$ cat src/rtl/tbd_regs.svh
// register offsets, field positions and decode constants for the texel decoder
`ifndef TBD_REGS_SVH
`define TBD_REGS_SVH

// ---------------------------------------------------------------
// register map (byte addresses, low address bits only)
// ---------------------------------------------------------------
`define TBD_ADDR_W 8
`define TBD_OFS_BLOCK 8'h00
`define TBD_OFS_CTRL 8'h10
`define TBD_OFS_STATUS 8'h14
`define TBD_OFS_RESULT 8'h18

// ---------------------------------------------------------------
// field positions
// ---------------------------------------------------------------
`define TBD_CTRL_START_BIT 8
`define TBD_STAT_PENDING_BIT 0
`define TBD_STAT_DONE_BIT 1
`define TBD_STAT_UNSUPP_BIT 4

// ---------------------------------------------------------------
// decode constants and timing
// ---------------------------------------------------------------
`define TBD_ALPHA_OPAQUE 8'hFF
`define TBD_HI_STEPS 3'h6
`define TBD_HI_CLEAR_IDX 3'h7
`define TBD_HI_BIAS 11'h003
`define TBD_HI_DIV 11'h006
`define TBD_THIRD_BIAS 10'h001
`define TBD_THIRD_DIV 10'h003
`define TBD_RSP_LATENCY 2

`endif

$ cat src/rtl/tbd_pkg.sv
// types shared by the texel decoder modules
package tbd_pkg;

	// block compression modes, taken from the top bits of a block
	typedef enum logic [1:0] {
		hi_mode,
		chroma_mode,
		three_colour_alpha_mode,
		mixed_mode
	} tbd_mode_t;

	// expanded colour: [2] red, [1] green, [0] blue
	typedef logic [2:0][7:0] tbd_rgb_t;

endpackage : tbd_pkg

$ cat src/rtl/tbd_reg_if.sv
// carrier between the register slave and the decode core
`timescale 1ns/10ps
interface tbd_reg_if;
	logic [127:0] blk;
	logic [4:0] texel;
	logic start;
	logic [31:0] result;
	logic done;
	logic pending;
	logic unsupp;
	logic [1:0] mode;

	modport regs (
		output blk, texel, start,
		input result, done, pending, unsupp, mode
	);
	modport core (
		input blk, texel, start,
		output result, done, pending, unsupp, mode
	);
endinterface : tbd_reg_if

$ cat src/rtl/tbd_ahb_regs.sv
// AHB-Lite register slave for the texel decoder
`timescale 1ns/10ps
`include "tbd_regs.svh"
module tbd_ahb_regs import tbd_pkg::*; (
	input wire logic clk_i,              // system clock
	input wire logic rst_b_i,            // synchronous reset, low
	input wire logic hsel_i,             // slave select
	input wire logic [31:0] haddr_i,     // address
	input wire logic [1:0] htrans_i,     // transfer type
	input wire logic hwrite_i,           // write not read
	input wire logic [2:0] hsize_i,      // transfer size
	input wire logic [31:0] hwdata_i,    // write data
	input wire logic hready_i,           // bus ready
	output logic [31:0] hrdata_o,        // read data
	output logic hreadyout_o,            // slave ready
	output logic hresp_o,                // response
	tbd_reg_if.regs ri                   // toward decode core
);

	// ---------------------------------------------------------------
	// address phase capture
	// ---------------------------------------------------------------
	logic act_q;
	logic wr_q;
	logic [`TBD_ADDR_W-1:0] addr_q;
	logic [3:0][31:0] blk_q;
	logic [4:0] texel_q;
	logic start_q;
	logic [31:0] hrdata_q;
	logic hreadyout_q;
	logic hresp_q;

	// only whole words are used; hsize is accepted but not checked
	wire logic addr_ok = hsel_i & hready_i & htrans_i[1];
	wire logic [`TBD_ADDR_W-1:0] a_w = haddr_i[`TBD_ADDR_W-1:0];
	wire logic [`TBD_ADDR_W-1:0] aw_w = {a_w[`TBD_ADDR_W-1:2], 2'h0};
	wire logic we_w = act_q & wr_q;
	wire logic we_blk = we_w & (addr_q[7:4] == 4'h0);
	wire logic we_ctrl = we_w & ({addr_q[7:2], 2'h0} == `TBD_OFS_CTRL);
	wire logic unused_w = ^hsize_i;

	// ---------------------------------------------------------------
	// read selection, unmapped words read zero
	// ---------------------------------------------------------------
	wire logic [31:0] stat_w = {27'h0, ri.unsupp, ri.mode, ri.done,
		ri.pending};
	wire logic [31:0] rd_w =
		(a_w[7:4] == 4'h0) ? blk_q[a_w[3:2]] :
		(aw_w == `TBD_OFS_CTRL) ? {27'h0, texel_q} :
		(aw_w == `TBD_OFS_STATUS) ? stat_w :
		(aw_w == `TBD_OFS_RESULT) ? ri.result : 32'h0;

	always_ff @(posedge clk_i) begin
		if (!rst_b_i) begin
			act_q <= 1'b0;
			wr_q <= 1'b0;
			addr_q <= '0;
			hrdata_q <= 32'h0;
			hreadyout_q <= 1'b1;
			hresp_q <= 1'b0;
		end else begin
			act_q <= addr_ok;
			wr_q <= hwrite_i & ~unused_w | hwrite_i;
			addr_q <= a_w;
			if (addr_ok && !hwrite_i) begin
				hrdata_q <= rd_w;
			end
		end
	end

	// ---------------------------------------------------------------
	// data phase writes
	// ---------------------------------------------------------------
	always_ff @(posedge clk_i) begin
		if (!rst_b_i) begin
			blk_q <= '0;
			texel_q <= 5'h00;
			start_q <= 1'b0;
		end else begin
			start_q <= we_ctrl & hwdata_i[`TBD_CTRL_START_BIT];
			if (we_blk) begin
				blk_q[addr_q[3:2]] <= hwdata_i;
			end
			if (we_ctrl) begin
				texel_q <= hwdata_i[4:0];
			end
		end
	end

	assign ri.blk = blk_q;
	assign ri.texel = texel_q;
	assign ri.start = start_q;
	assign hrdata_o = hrdata_q;
	assign hreadyout_o = hreadyout_q;
	assign hresp_o = hresp_q;

endmodule : tbd_ahb_regs

$ cat src/rtl/tbd_top.sv
// texture block decoder: block plus texel number in, ARGB colour out
//
// The AHB-Lite register port and the register addresses were left to the implementer.
`timescale 1ns/10ps
`include "tbd_regs.svh"
// Function
// - two-colour mode: fields and 3-bit indices
// - widen 5-bit channels by top-bit replication
// - eight entries, sixths with rounding, entry 7 clear
// - 3-bit index selects entry, output ARGB
// - four-colour mode: fields, bit 124 ignored
// - widen all four colours the same way
// - index picks colour directly, alpha opaque
// - mixed mode: green LSBs and variant bit
// - bit 124 chooses mixed decoding variant
// - variant zero: 565 colours, derived green LSBs
// - variant zero: widen 5 and 6-bit channels
// - texels 0-15 low pair, 16-31 high pair
// - low half, variant zero: thirds table, alpha opaque
// - high half, variant zero: thirds table, alpha opaque
// - 32 texels as two 4x4 tiles
// - three-colour alpha mode detected, not decoded
// - variant one: average entry, index 3 clear
module tbd_top import tbd_pkg::*; (
	input wire logic CLK_SYS_I,             // system clock
	input wire logic RST_B_I,               // synchronous reset, low
	input wire logic HSEL_I,                // slave select
	input wire logic [31:0] HADDR_I,        // address
	input wire logic [1:0] HTRANS_I,        // transfer type
	input wire logic HWRITE_I,              // write not read
	input wire logic [2:0] HSIZE_I,         // transfer size
	input wire logic [31:0] HWDATA_I,       // write data
	input wire logic HREADY_I,              // bus ready
	output logic [31:0] HRDATA_O,           // read data
	output logic HREADYOUT_O,               // slave ready
	output logic HRESP_O,                   // response, always okay
	input wire logic REQ_VALID_I,           // request strobe
	input wire logic [127:0] REQ_BLOCK_I,   // compressed block
	input wire logic [4:0] REQ_TEXEL_I,     // texel number
	output logic RSP_VALID_O,               // answer strobe
	output logic [31:0] RSP_COLOUR_O,       // ARGB colour
	output logic [1:0] RSP_MODE_O,          // block mode
	output logic RSP_UNSUPP_O               // mode not decoded
);

	// ---------------------------------------------------------------
	// channel widening and interpolation helpers
	// ---------------------------------------------------------------
	function automatic tbd_rgb_t exp555(input logic [14:0] c);
		exp555 = {{c[14:10], c[14:12]}, {c[9:5], c[9:7]},
			{c[4:0], c[4:2]}};
	endfunction : exp555

	function automatic tbd_rgb_t exp565(input logic [4:0] r,
		input logic [5:0] g, input logic [4:0] b);
		exp565 = {{r, r[4:2]}, {g, g[5:4]}, {b, b[4:2]}};
	endfunction : exp565

	function automatic tbd_rgb_t interpolate_select_sixth(input tbd_rgb_t c0,
		input tbd_rgb_t c1, input logic [2:0] i);
		logic [10:0] w0;
		logic [10:0] w1;
		logic [10:0] s;
		interpolate_select_sixth = '0;
		w0 = {8'h00, 3'(`TBD_HI_STEPS - i)};
		w1 = {8'h00, i};
		for (int k = 0; k < 3; k++) begin
			s = w0 * {3'h0, c0[k]} + w1 * {3'h0, c1[k]} + `TBD_HI_BIAS;
			interpolate_select_sixth[k] = 8'(s / `TBD_HI_DIV);
		end
	endfunction : interpolate_select_sixth

	// (2a + b + 1) / 3 per channel
	function automatic tbd_rgb_t third(input tbd_rgb_t a,
		input tbd_rgb_t b);
		logic [9:0] s;
		third = '0;
		for (int k = 0; k < 3; k++) begin
			s = {1'b0, a[k], 1'b0} + {2'h0, b[k]} + `TBD_THIRD_BIAS;
			third[k] = 8'(s / `TBD_THIRD_DIV);
		end
	endfunction : third

	// truncating average per channel
	function automatic tbd_rgb_t avg(input tbd_rgb_t a,
		input tbd_rgb_t b);
		logic [8:0] s;
		avg = '0;
		for (int k = 0; k < 3; k++) begin
			s = {1'b0, a[k]} + {1'b0, b[k]};
			avg[k] = s[8:1];
		end
	endfunction : avg

	// ---------------------------------------------------------------
	// register slave
	// ---------------------------------------------------------------
	tbd_reg_if ri ();

	tbd_ahb_regs u_regs (
		.clk_i(CLK_SYS_I),
		.rst_b_i(RST_B_I),
		.hsel_i(HSEL_I),
		.haddr_i(HADDR_I),
		.htrans_i(HTRANS_I),
		.hwrite_i(HWRITE_I),
		.hsize_i(HSIZE_I),
		.hwdata_i(HWDATA_I),
		.hready_i(HREADY_I),
		.hrdata_o(HRDATA_O),
		.hreadyout_o(HREADYOUT_O),
		.hresp_o(HRESP_O),
		.ri(ri.regs)
	);

	// ---------------------------------------------------------------
	// request stage
	// ---------------------------------------------------------------
	logic sw_pending_q;
	logic s1_valid_q;
	logic s1_sw_q;
	logic [127:0] s1_block_q;
	logic [4:0] s1_texel_q;

	// the port has priority; a software request waits for a free slot
	wire logic issue_sw = sw_pending_q & ~REQ_VALID_I;
	// limitation: a steady stream of port requests holds software off
	// whole block is copied so one answer never mixes two requests

	always_ff @(posedge CLK_SYS_I) begin
		if (!RST_B_I) begin
			sw_pending_q <= 1'b0;
			s1_valid_q <= 1'b0;
			s1_sw_q <= 1'b0;
			s1_block_q <= '0;
			s1_texel_q <= 5'h00;
		end else begin
			sw_pending_q <= ri.start | (sw_pending_q & ~issue_sw);
			s1_valid_q <= REQ_VALID_I | issue_sw;
			s1_sw_q <= issue_sw;
			if (REQ_VALID_I) begin
				s1_block_q <= REQ_BLOCK_I;
				s1_texel_q <= REQ_TEXEL_I;
			end else if (issue_sw) begin
				s1_block_q <= ri.blk;
				s1_texel_q <= ri.texel;
			end
		end
	end

	// ---------------------------------------------------------------
	// mode and index extraction
	// ---------------------------------------------------------------
	wire logic [127:0] blk = s1_block_q;
	// texel[4] picks the tile, texel[3:0] the row-ordered place in it
	wire logic upper_tile = s1_texel_q[4];
	wire logic [6:0] pos3 = 7'({s1_texel_q, 1'b0}) + 7'(s1_texel_q);
	wire logic [6:0] pos2 = 7'({s1_texel_q, 1'b0});
	wire logic [2:0] idx3 = blk[pos3 +: 3];
	wire logic [1:0] idx2 = blk[pos2 +: 2];
	wire logic variant1 = blk[124];

	wire tbd_mode_t mode_w = blk[127] ? mixed_mode :
		!blk[126] ? hi_mode :
		blk[125] ? three_colour_alpha_mode : chroma_mode;
	wire logic is_hi = (mode_w == hi_mode);
	wire logic is_chroma = (mode_w == chroma_mode);
	wire logic is_mixed = (mode_w == mixed_mode);

	// ---------------------------------------------------------------
	// two-colour eight-entry mode
	// ---------------------------------------------------------------
	wire tbd_rgb_t hi_c1 = exp555(blk[125:111]);
	wire tbd_rgb_t hi_c0 = exp555(blk[110:96]);
	wire tbd_rgb_t hi_rgb = interpolate_select_sixth(hi_c0, hi_c1, idx3);
	// entry 7 is transparent black, not a blend of the two colours
	wire logic hi_clear = (idx3 == `TBD_HI_CLEAR_IDX);
	wire logic [31:0] hi_col = hi_clear ? 32'h0 :
		{`TBD_ALPHA_OPAQUE, hi_rgb};

	// ---------------------------------------------------------------
	// four-colour direct mode, bit 124 unused
	// ---------------------------------------------------------------
	wire tbd_rgb_t ch_c3 = exp555(blk[123:109]);
	wire tbd_rgb_t ch_c2 = exp555(blk[108:94]);
	wire tbd_rgb_t ch_c1 = exp555(blk[93:79]);
	wire tbd_rgb_t ch_c0 = exp555(blk[78:64]);
	wire tbd_rgb_t ch_rgb = (idx2 == 2'h0) ? ch_c0 :
		(idx2 == 2'h1) ? ch_c1 :
		(idx2 == 2'h2) ? ch_c2 : ch_c3;
	wire logic [31:0] ch_col = {`TBD_ALPHA_OPAQUE, ch_rgb};

	// ---------------------------------------------------------------
	// mixed mode
	// ---------------------------------------------------------------
	// odd colours always carry an explicit green LSB
	wire tbd_rgb_t mx_c3 = exp565(blk[123:119],
		{blk[118:114], blk[126]}, blk[113:109]);
	wire tbd_rgb_t mx_c1 = exp565(blk[93:89],
		{blk[88:84], blk[125]}, blk[83:79]);
	// even colours borrow an index bit in variant zero
	wire tbd_rgb_t mx_c2_565 = exp565(blk[108:104],
		{blk[103:99], blk[33] ^ blk[126]}, blk[98:94]);
	wire tbd_rgb_t mx_c0_565 = exp565(blk[78:74],
		{blk[73:69], blk[1] ^ blk[125]}, blk[68:64]);
	// variant one keeps the even colours at five bits per channel
	wire tbd_rgb_t mx_c2 = variant1 ? exp555(blk[108:94]) :
		mx_c2_565;
	wire tbd_rgb_t mx_c0 = variant1 ? exp555(blk[78:64]) :
		mx_c0_565;
	wire tbd_rgb_t mx_a = upper_tile ? mx_c2 : mx_c0;
	wire tbd_rgb_t mx_b = upper_tile ? mx_c3 : mx_c1;

	// one set of dividers serves both tiles, the tile picks the pair
	wire tbd_rgb_t mx_near_a = third(mx_a, mx_b);
	wire tbd_rgb_t mx_near_b = third(mx_b, mx_a);
	wire tbd_rgb_t mx_mid = avg(mx_a, mx_b);

	wire tbd_rgb_t mx_v0_rgb = (idx2 == 2'h0) ? mx_a :
		(idx2 == 2'h1) ? mx_near_a :
		(idx2 == 2'h2) ? mx_near_b : mx_b;
	wire logic [31:0] mx_v0_col = {`TBD_ALPHA_OPAQUE, mx_v0_rgb};

	wire tbd_rgb_t mx_v1_rgb = (idx2 == 2'h0) ? mx_a :
		(idx2 == 2'h1) ? mx_mid : mx_b;
	wire logic [31:0] mx_v1_col = (idx2 == 2'h3) ? 32'h0 :
		{`TBD_ALPHA_OPAQUE, mx_v1_rgb};

	wire logic [31:0] mx_col = variant1 ? mx_v1_col : mx_v0_col;

	// ---------------------------------------------------------------
	// final selection
	// ---------------------------------------------------------------
	// alpha mode is only flagged; it answers transparent black
	wire logic unsupp_w = (mode_w == three_colour_alpha_mode);
	wire logic [31:0] col_w =
		is_hi ? hi_col :
		is_chroma ? ch_col :
		is_mixed ? mx_col : 32'h0;

	// ---------------------------------------------------------------
	// answer stage and software result
	// ---------------------------------------------------------------
	logic rsp_valid_q;
	logic [31:0] rsp_colour_q;
	logic [1:0] rsp_mode_q;
	logic rsp_unsupp_q;
	logic sw_done_q;
	logic [31:0] sw_result_q;
	logic [1:0] sw_mode_q;
	logic sw_unsupp_q;

	// answers leave two edges after the request, one edge per stage
	wire logic port_finish = s1_valid_q & ~s1_sw_q;
	wire logic sw_finish = s1_valid_q & s1_sw_q;

	always_ff @(posedge CLK_SYS_I) begin
		if (!RST_B_I) begin
			rsp_valid_q <= 1'b0;
			rsp_colour_q <= 32'h0;
			rsp_mode_q <= 2'h0;
			rsp_unsupp_q <= 1'b0;
		end else begin
			// software requests stay off the port strobe
			rsp_valid_q <= port_finish;
			if (port_finish) begin
				rsp_colour_q <= col_w;
				rsp_mode_q <= 2'(mode_w);
				rsp_unsupp_q <= unsupp_w;
			end
		end
	end

	// ---------------------------------------------------------------
	// software result, kept apart from the port answer
	// ---------------------------------------------------------------
	always_ff @(posedge CLK_SYS_I) begin
		if (!RST_B_I) begin
			sw_done_q <= 1'b0;
			sw_result_q <= 32'h0;
			sw_mode_q <= 2'h0;
			sw_unsupp_q <= 1'b0;
		end else begin
			// a finish in the same cycle as a new start still sets done
			sw_done_q <= sw_finish | (sw_done_q & ~ri.start);
			if (sw_finish) begin
				sw_result_q <= col_w;
				sw_mode_q <= 2'(mode_w);
				sw_unsupp_q <= unsupp_w;
			end
		end
	end

	assign ri.result = sw_result_q;
	assign ri.done = sw_done_q;
	assign ri.pending = sw_pending_q | (s1_valid_q & s1_sw_q);
	assign ri.unsupp = sw_unsupp_q;
	assign ri.mode = sw_mode_q;

	assign RSP_VALID_O = rsp_valid_q;
	assign RSP_COLOUR_O = rsp_colour_q;
	assign RSP_MODE_O = rsp_mode_q;
	assign RSP_UNSUPP_O = rsp_unsupp_q;

endmodule : tbd_top

$ cat config.mk
export PLATFORM = sky130hd
export DESIGN_NAME = tbd_top
export DESIGN_NICKNAME = d
export VERILOG_FILES = /design/src/rtl/tbd_pkg.sv /design/src/rtl/tbd_reg_if.sv /design/src/rtl/tbd_ahb_regs.sv /design/src/rtl/tbd_top.sv
export VERILOG_INCLUDE_DIRS = /design/src /design/src/rtl
export SDC_FILE = /design/constraint.sdc
export NUM_CORES = 2
export LEC_CHECK = 0
export ABC_AREA = 0
export BUFFER_PORTS_ARGS = -buffer_cell sky130_fd_sc_hd__buf_2
export CORE_ASPECT_RATIO = 1.1
export CORE_MARGIN = 4
export CORE_UTILIZATION = 65
export CTS_CLUSTER_DIAMETER = 50
export CTS_CLUSTER_SIZE = 25
export DETAILED_ROUTE_END_ITERATION = 8
export HOLD_SLACK_MARGIN = 0.12
export PLACE_DENSITY_LB_ADDON = 0.12
export SYNTH_ARGS = -nofsm -noshare
export SYNTH_HDL_FRONTEND = slang
export SYNTH_HIERARCHICAL = 1
export SYNTH_SLANG_ARGS = --single-unit
$ cat constraint.sdc
create_clock -name CLK_SYS_I -period 32.4 [get_ports CLK_SYS_I]
set_input_delay 0 -clock CLK_SYS_I [delete_from_list [all_inputs] [get_ports CLK_SYS_I]]
set_output_delay 0 -clock CLK_SYS_I [all_outputs]
set_load 0.02 [all_outputs]
==> out/qor.csv <==
metric,value,unit
Hold/Removal Path Class,input pin to register,
initial antenna violation count,9,
fin area,0.0386,mm²
ys flop type,dfxtp_1,
total track usage,45.0,%
endpoints failing hold,0,
Core Area,0.0524,mm²
die width,227,µm
max_cap viols,0,
Nets,4676,
Synth Register Bits,368,
slew margin rel.,21.6,%
Fin Clk Skew,0.0313,ns
CP Capture Type,register,
cts hold-fix bufs,185,
post-cts sizing count,0,
"Arr. time, crit path",12.61,ns
Crit path largest cell delay,1.08,ns
layout cells sized above 1,14.7,%
Lkg Pwr,0.0149,µW
# rows,88,
Sink Count,368,
cells after synthesis,4046,
status,completed,
# Post-CTS Setup Buffers,0,
CTS tree,built,
Routed WL,132000,µm
DRC Markers,0,
number of global-route vias before repair,33200,
Tmin final,12.17,ns
pwr dens,47.3,mW/mm²
Post-DRT Antenna Nets,0,
iteration-0 DRC count of the detailed router,5017,
Area Growth Syn to Fin,12.1,%
post-synthesis sequential area ratio,21.4,%
maximum fanout along the worst path,84,
crit share post-route,37.6,%
DPL Wire Length,89200,µm
chip height,249,µm
Startpoint Class,register,
synthesized cell area,0.0344,mm²
post-DR vias/cell,7.05,
gp weighted congestion,0.997,
clk root buf,clkbuf_16,
Tot Pwr,1830,µW
Total Die Area,0.0567,mm²
Yosys top cell area share,21.4,%
unique cell type count in the Yosys netlist,106,
Worst EP required,32.83,ns
"CTS clk-pin slew, worst paths",0.09,ns
FMAX,0.0821,GHz
TritonCTS Buffers,27,
largest net degree at the start of global routing,177,
worst-skew pair later-pin latency,0.61,ns
I/O Buffers,245,
grt total ovfl,0,
syn_area_per_cell,8.51,µm²
dpl cell area,0.0357,mm²
Setup-failing EPs final,0,
initial core utilization,65.7,%
Post-synth EDFFs,0,
Least-Margin Pin Slew,1.18,ns
pins over their slew limit,0,
Vias,35000,
worst setup path class,register to register,
Setup TNS,0,ns
Fillers,3783,
syn_nets,4457,
RSZ-0062 raised after global routing,false,
final hold slack,0.152,ns
I/O Pins,278,
depth of the CTS H-tree,1,
peak supply drop,50.6,µV
"Slowest-stage cell, CP",dfxtp_1,
synth warn,6,
Synth area leader,dfxtp_1,
most area-consuming cells after synthesis,"dfxtp_1 21%, mux4_2 12%, mux2i_1 9.1%",
Routed wire per std cell,26.5,µm
drt first pass iters,8,
first-pass GRT wire length,199000,µm
CTS max path bufs,3,
Async SR Flop Fraction,0,%
-- area by class of cell --
cell class,count,area (µm²),share of cell area [%]
multi-input cells,3224,25300,65.5
flip-flops and latches,368,7380,19.1
clock inverters,21,318,0.824
well taps,675,845,2.19
diodes,4,10.0,0.0259
clock buffers,29,693,1.80
repair buffers,472,3410,8.83
inverters,172,651,1.69
-- cells in the mapped netlist, types with 79 or more instances --
cell type,count
o21ai_0,200
dfxtp_1,368
clkbuf_1,210
fa_1,91
xnor2_1,79
nor2_1,550
inv_1,164
a21oi_1,316
nor2b_1,126
mux2i_1,312
ha_1,112
mux4_2,187
nand2_1,293
-- cell usage in the layout (no fill, tap or decap), types with 111 or more instances in the layout --
cell type      synthesis  final
dfxtp_1              368    365
nor2b_1              126    125
o21ai_0              200    200
mux2i_1              312    310
a21oi_1              316    316
buf_2                 12    243
nor2_1               550    550
inv_1                164    164
nand2_1              293    293
mux4_2               187    187
dlygate4sd3_1          0    185
ha_1                 112    111
-- worst max-delay path, delay by kind of cell (launching register included) --
family / cells / cell delay (ns)
DFF: 1 / 1.08
adders and majority gates: 7 / 3.88
muxes: 4 / 1.60
xor gates and xnor gates: 1 / 0.30
and+or+nand+nor: 4 / 1.53
AOI/OAI and AO/OA: 10 / 2.89
buffers and inverters: 3 / 0.65
-- per-stage QoR --
| step | worst slack, ns | util, % | std cells |
|---|---|---|---|
| 6_report | 20.23 | 73.6 | 4965 |
| 5_1_grt | 19.65 | 73.6 | 4962 |
| 2_1_floorplan | 21.28 | - | 4046 |
| 3_3_place_gp | 20.53 | 68.1 | 4726 |
| 3_5_place_dp | 20.43 | 68.1 | 4726 |
| 4_1_cts | 20.43 | 73.6 | 4961 |
-- state kept, by name, indices dropped and copies added, names as in the netlist --
name             cells
blk                128
u_regs/ri.blk      128
u_regs/hrdata_o     32
RSP_COLOUR_O        25
ri.result           25
u_regs/addr_q        6
s1_texel_q           5
u_regs/ri.texel      5
RSP_MODE_O           2
ri.mode              2
RSP_UNSUPP_O         1
RSP_VALID_O          1
ri.done              1
ri.unsupp            1
s1_sw_q              1
s1_valid_q           1
sw_pending_q         1
u_regs/act_q         1
u_regs/ri.start      1
u_regs/wr_q          1
-- report_power, final --
group	internal, µW	total [µW]	leakage, µW	switching [µW]
clock	186	389	0.000490	202
combinational	359	941	0.0114	582
sequential	467	495	0.00300	28.0
total	1010	1820	0.0149	812
-- worst paths after layout --
kind,cells after the start,startpoint,to,slack (ns)
worst max register to register,29,s1_texel_q[1],ri.result[9],20.23
worst min-delay path,3,HADDR_I[2],u_regs/addr_q[2],0.15
worst min register to register,2,u_regs/ri.blk[71],u_regs/ri.blk[71],0.49
worst max-delay path,29,s1_texel_q[1],ri.result[9],20.23
-- cells by family (layout without fill, tap and decap cells) --
| logic type | count (synthesis) | in the layout | share of synthesized area (%) |
|---|---|---|---|
| adder cells (fa/ha/maj) | 209 | 209 | 9.54 |
| flip-flops | 368 | 368 | 21.4 |
| other | 2 | 6 | 0.0218 |
| AO/OA/AOI/OAI | 1050 | 1050 | 20.3 |
| AND/OR/NAND/NOR | 1307 | 1307 | 17.8 |
| multiplexers | 533 | 533 | 22.4 |
| XOR/XNOR | 123 | 123 | 3.19 |
| buffers and inverters | 454 | 694 | 5.40 |
-- routing by layer --
metal	vias to the layer above	global-route usage [%]	part of all wire, %
li1	15300	-	-
met1	16500	55.7	35
met2	2591	67.2	43
met3	608	11.1	12
met4	10	34.7	10
met5	-	0	0.044
(Power assumes the default switching activity.)
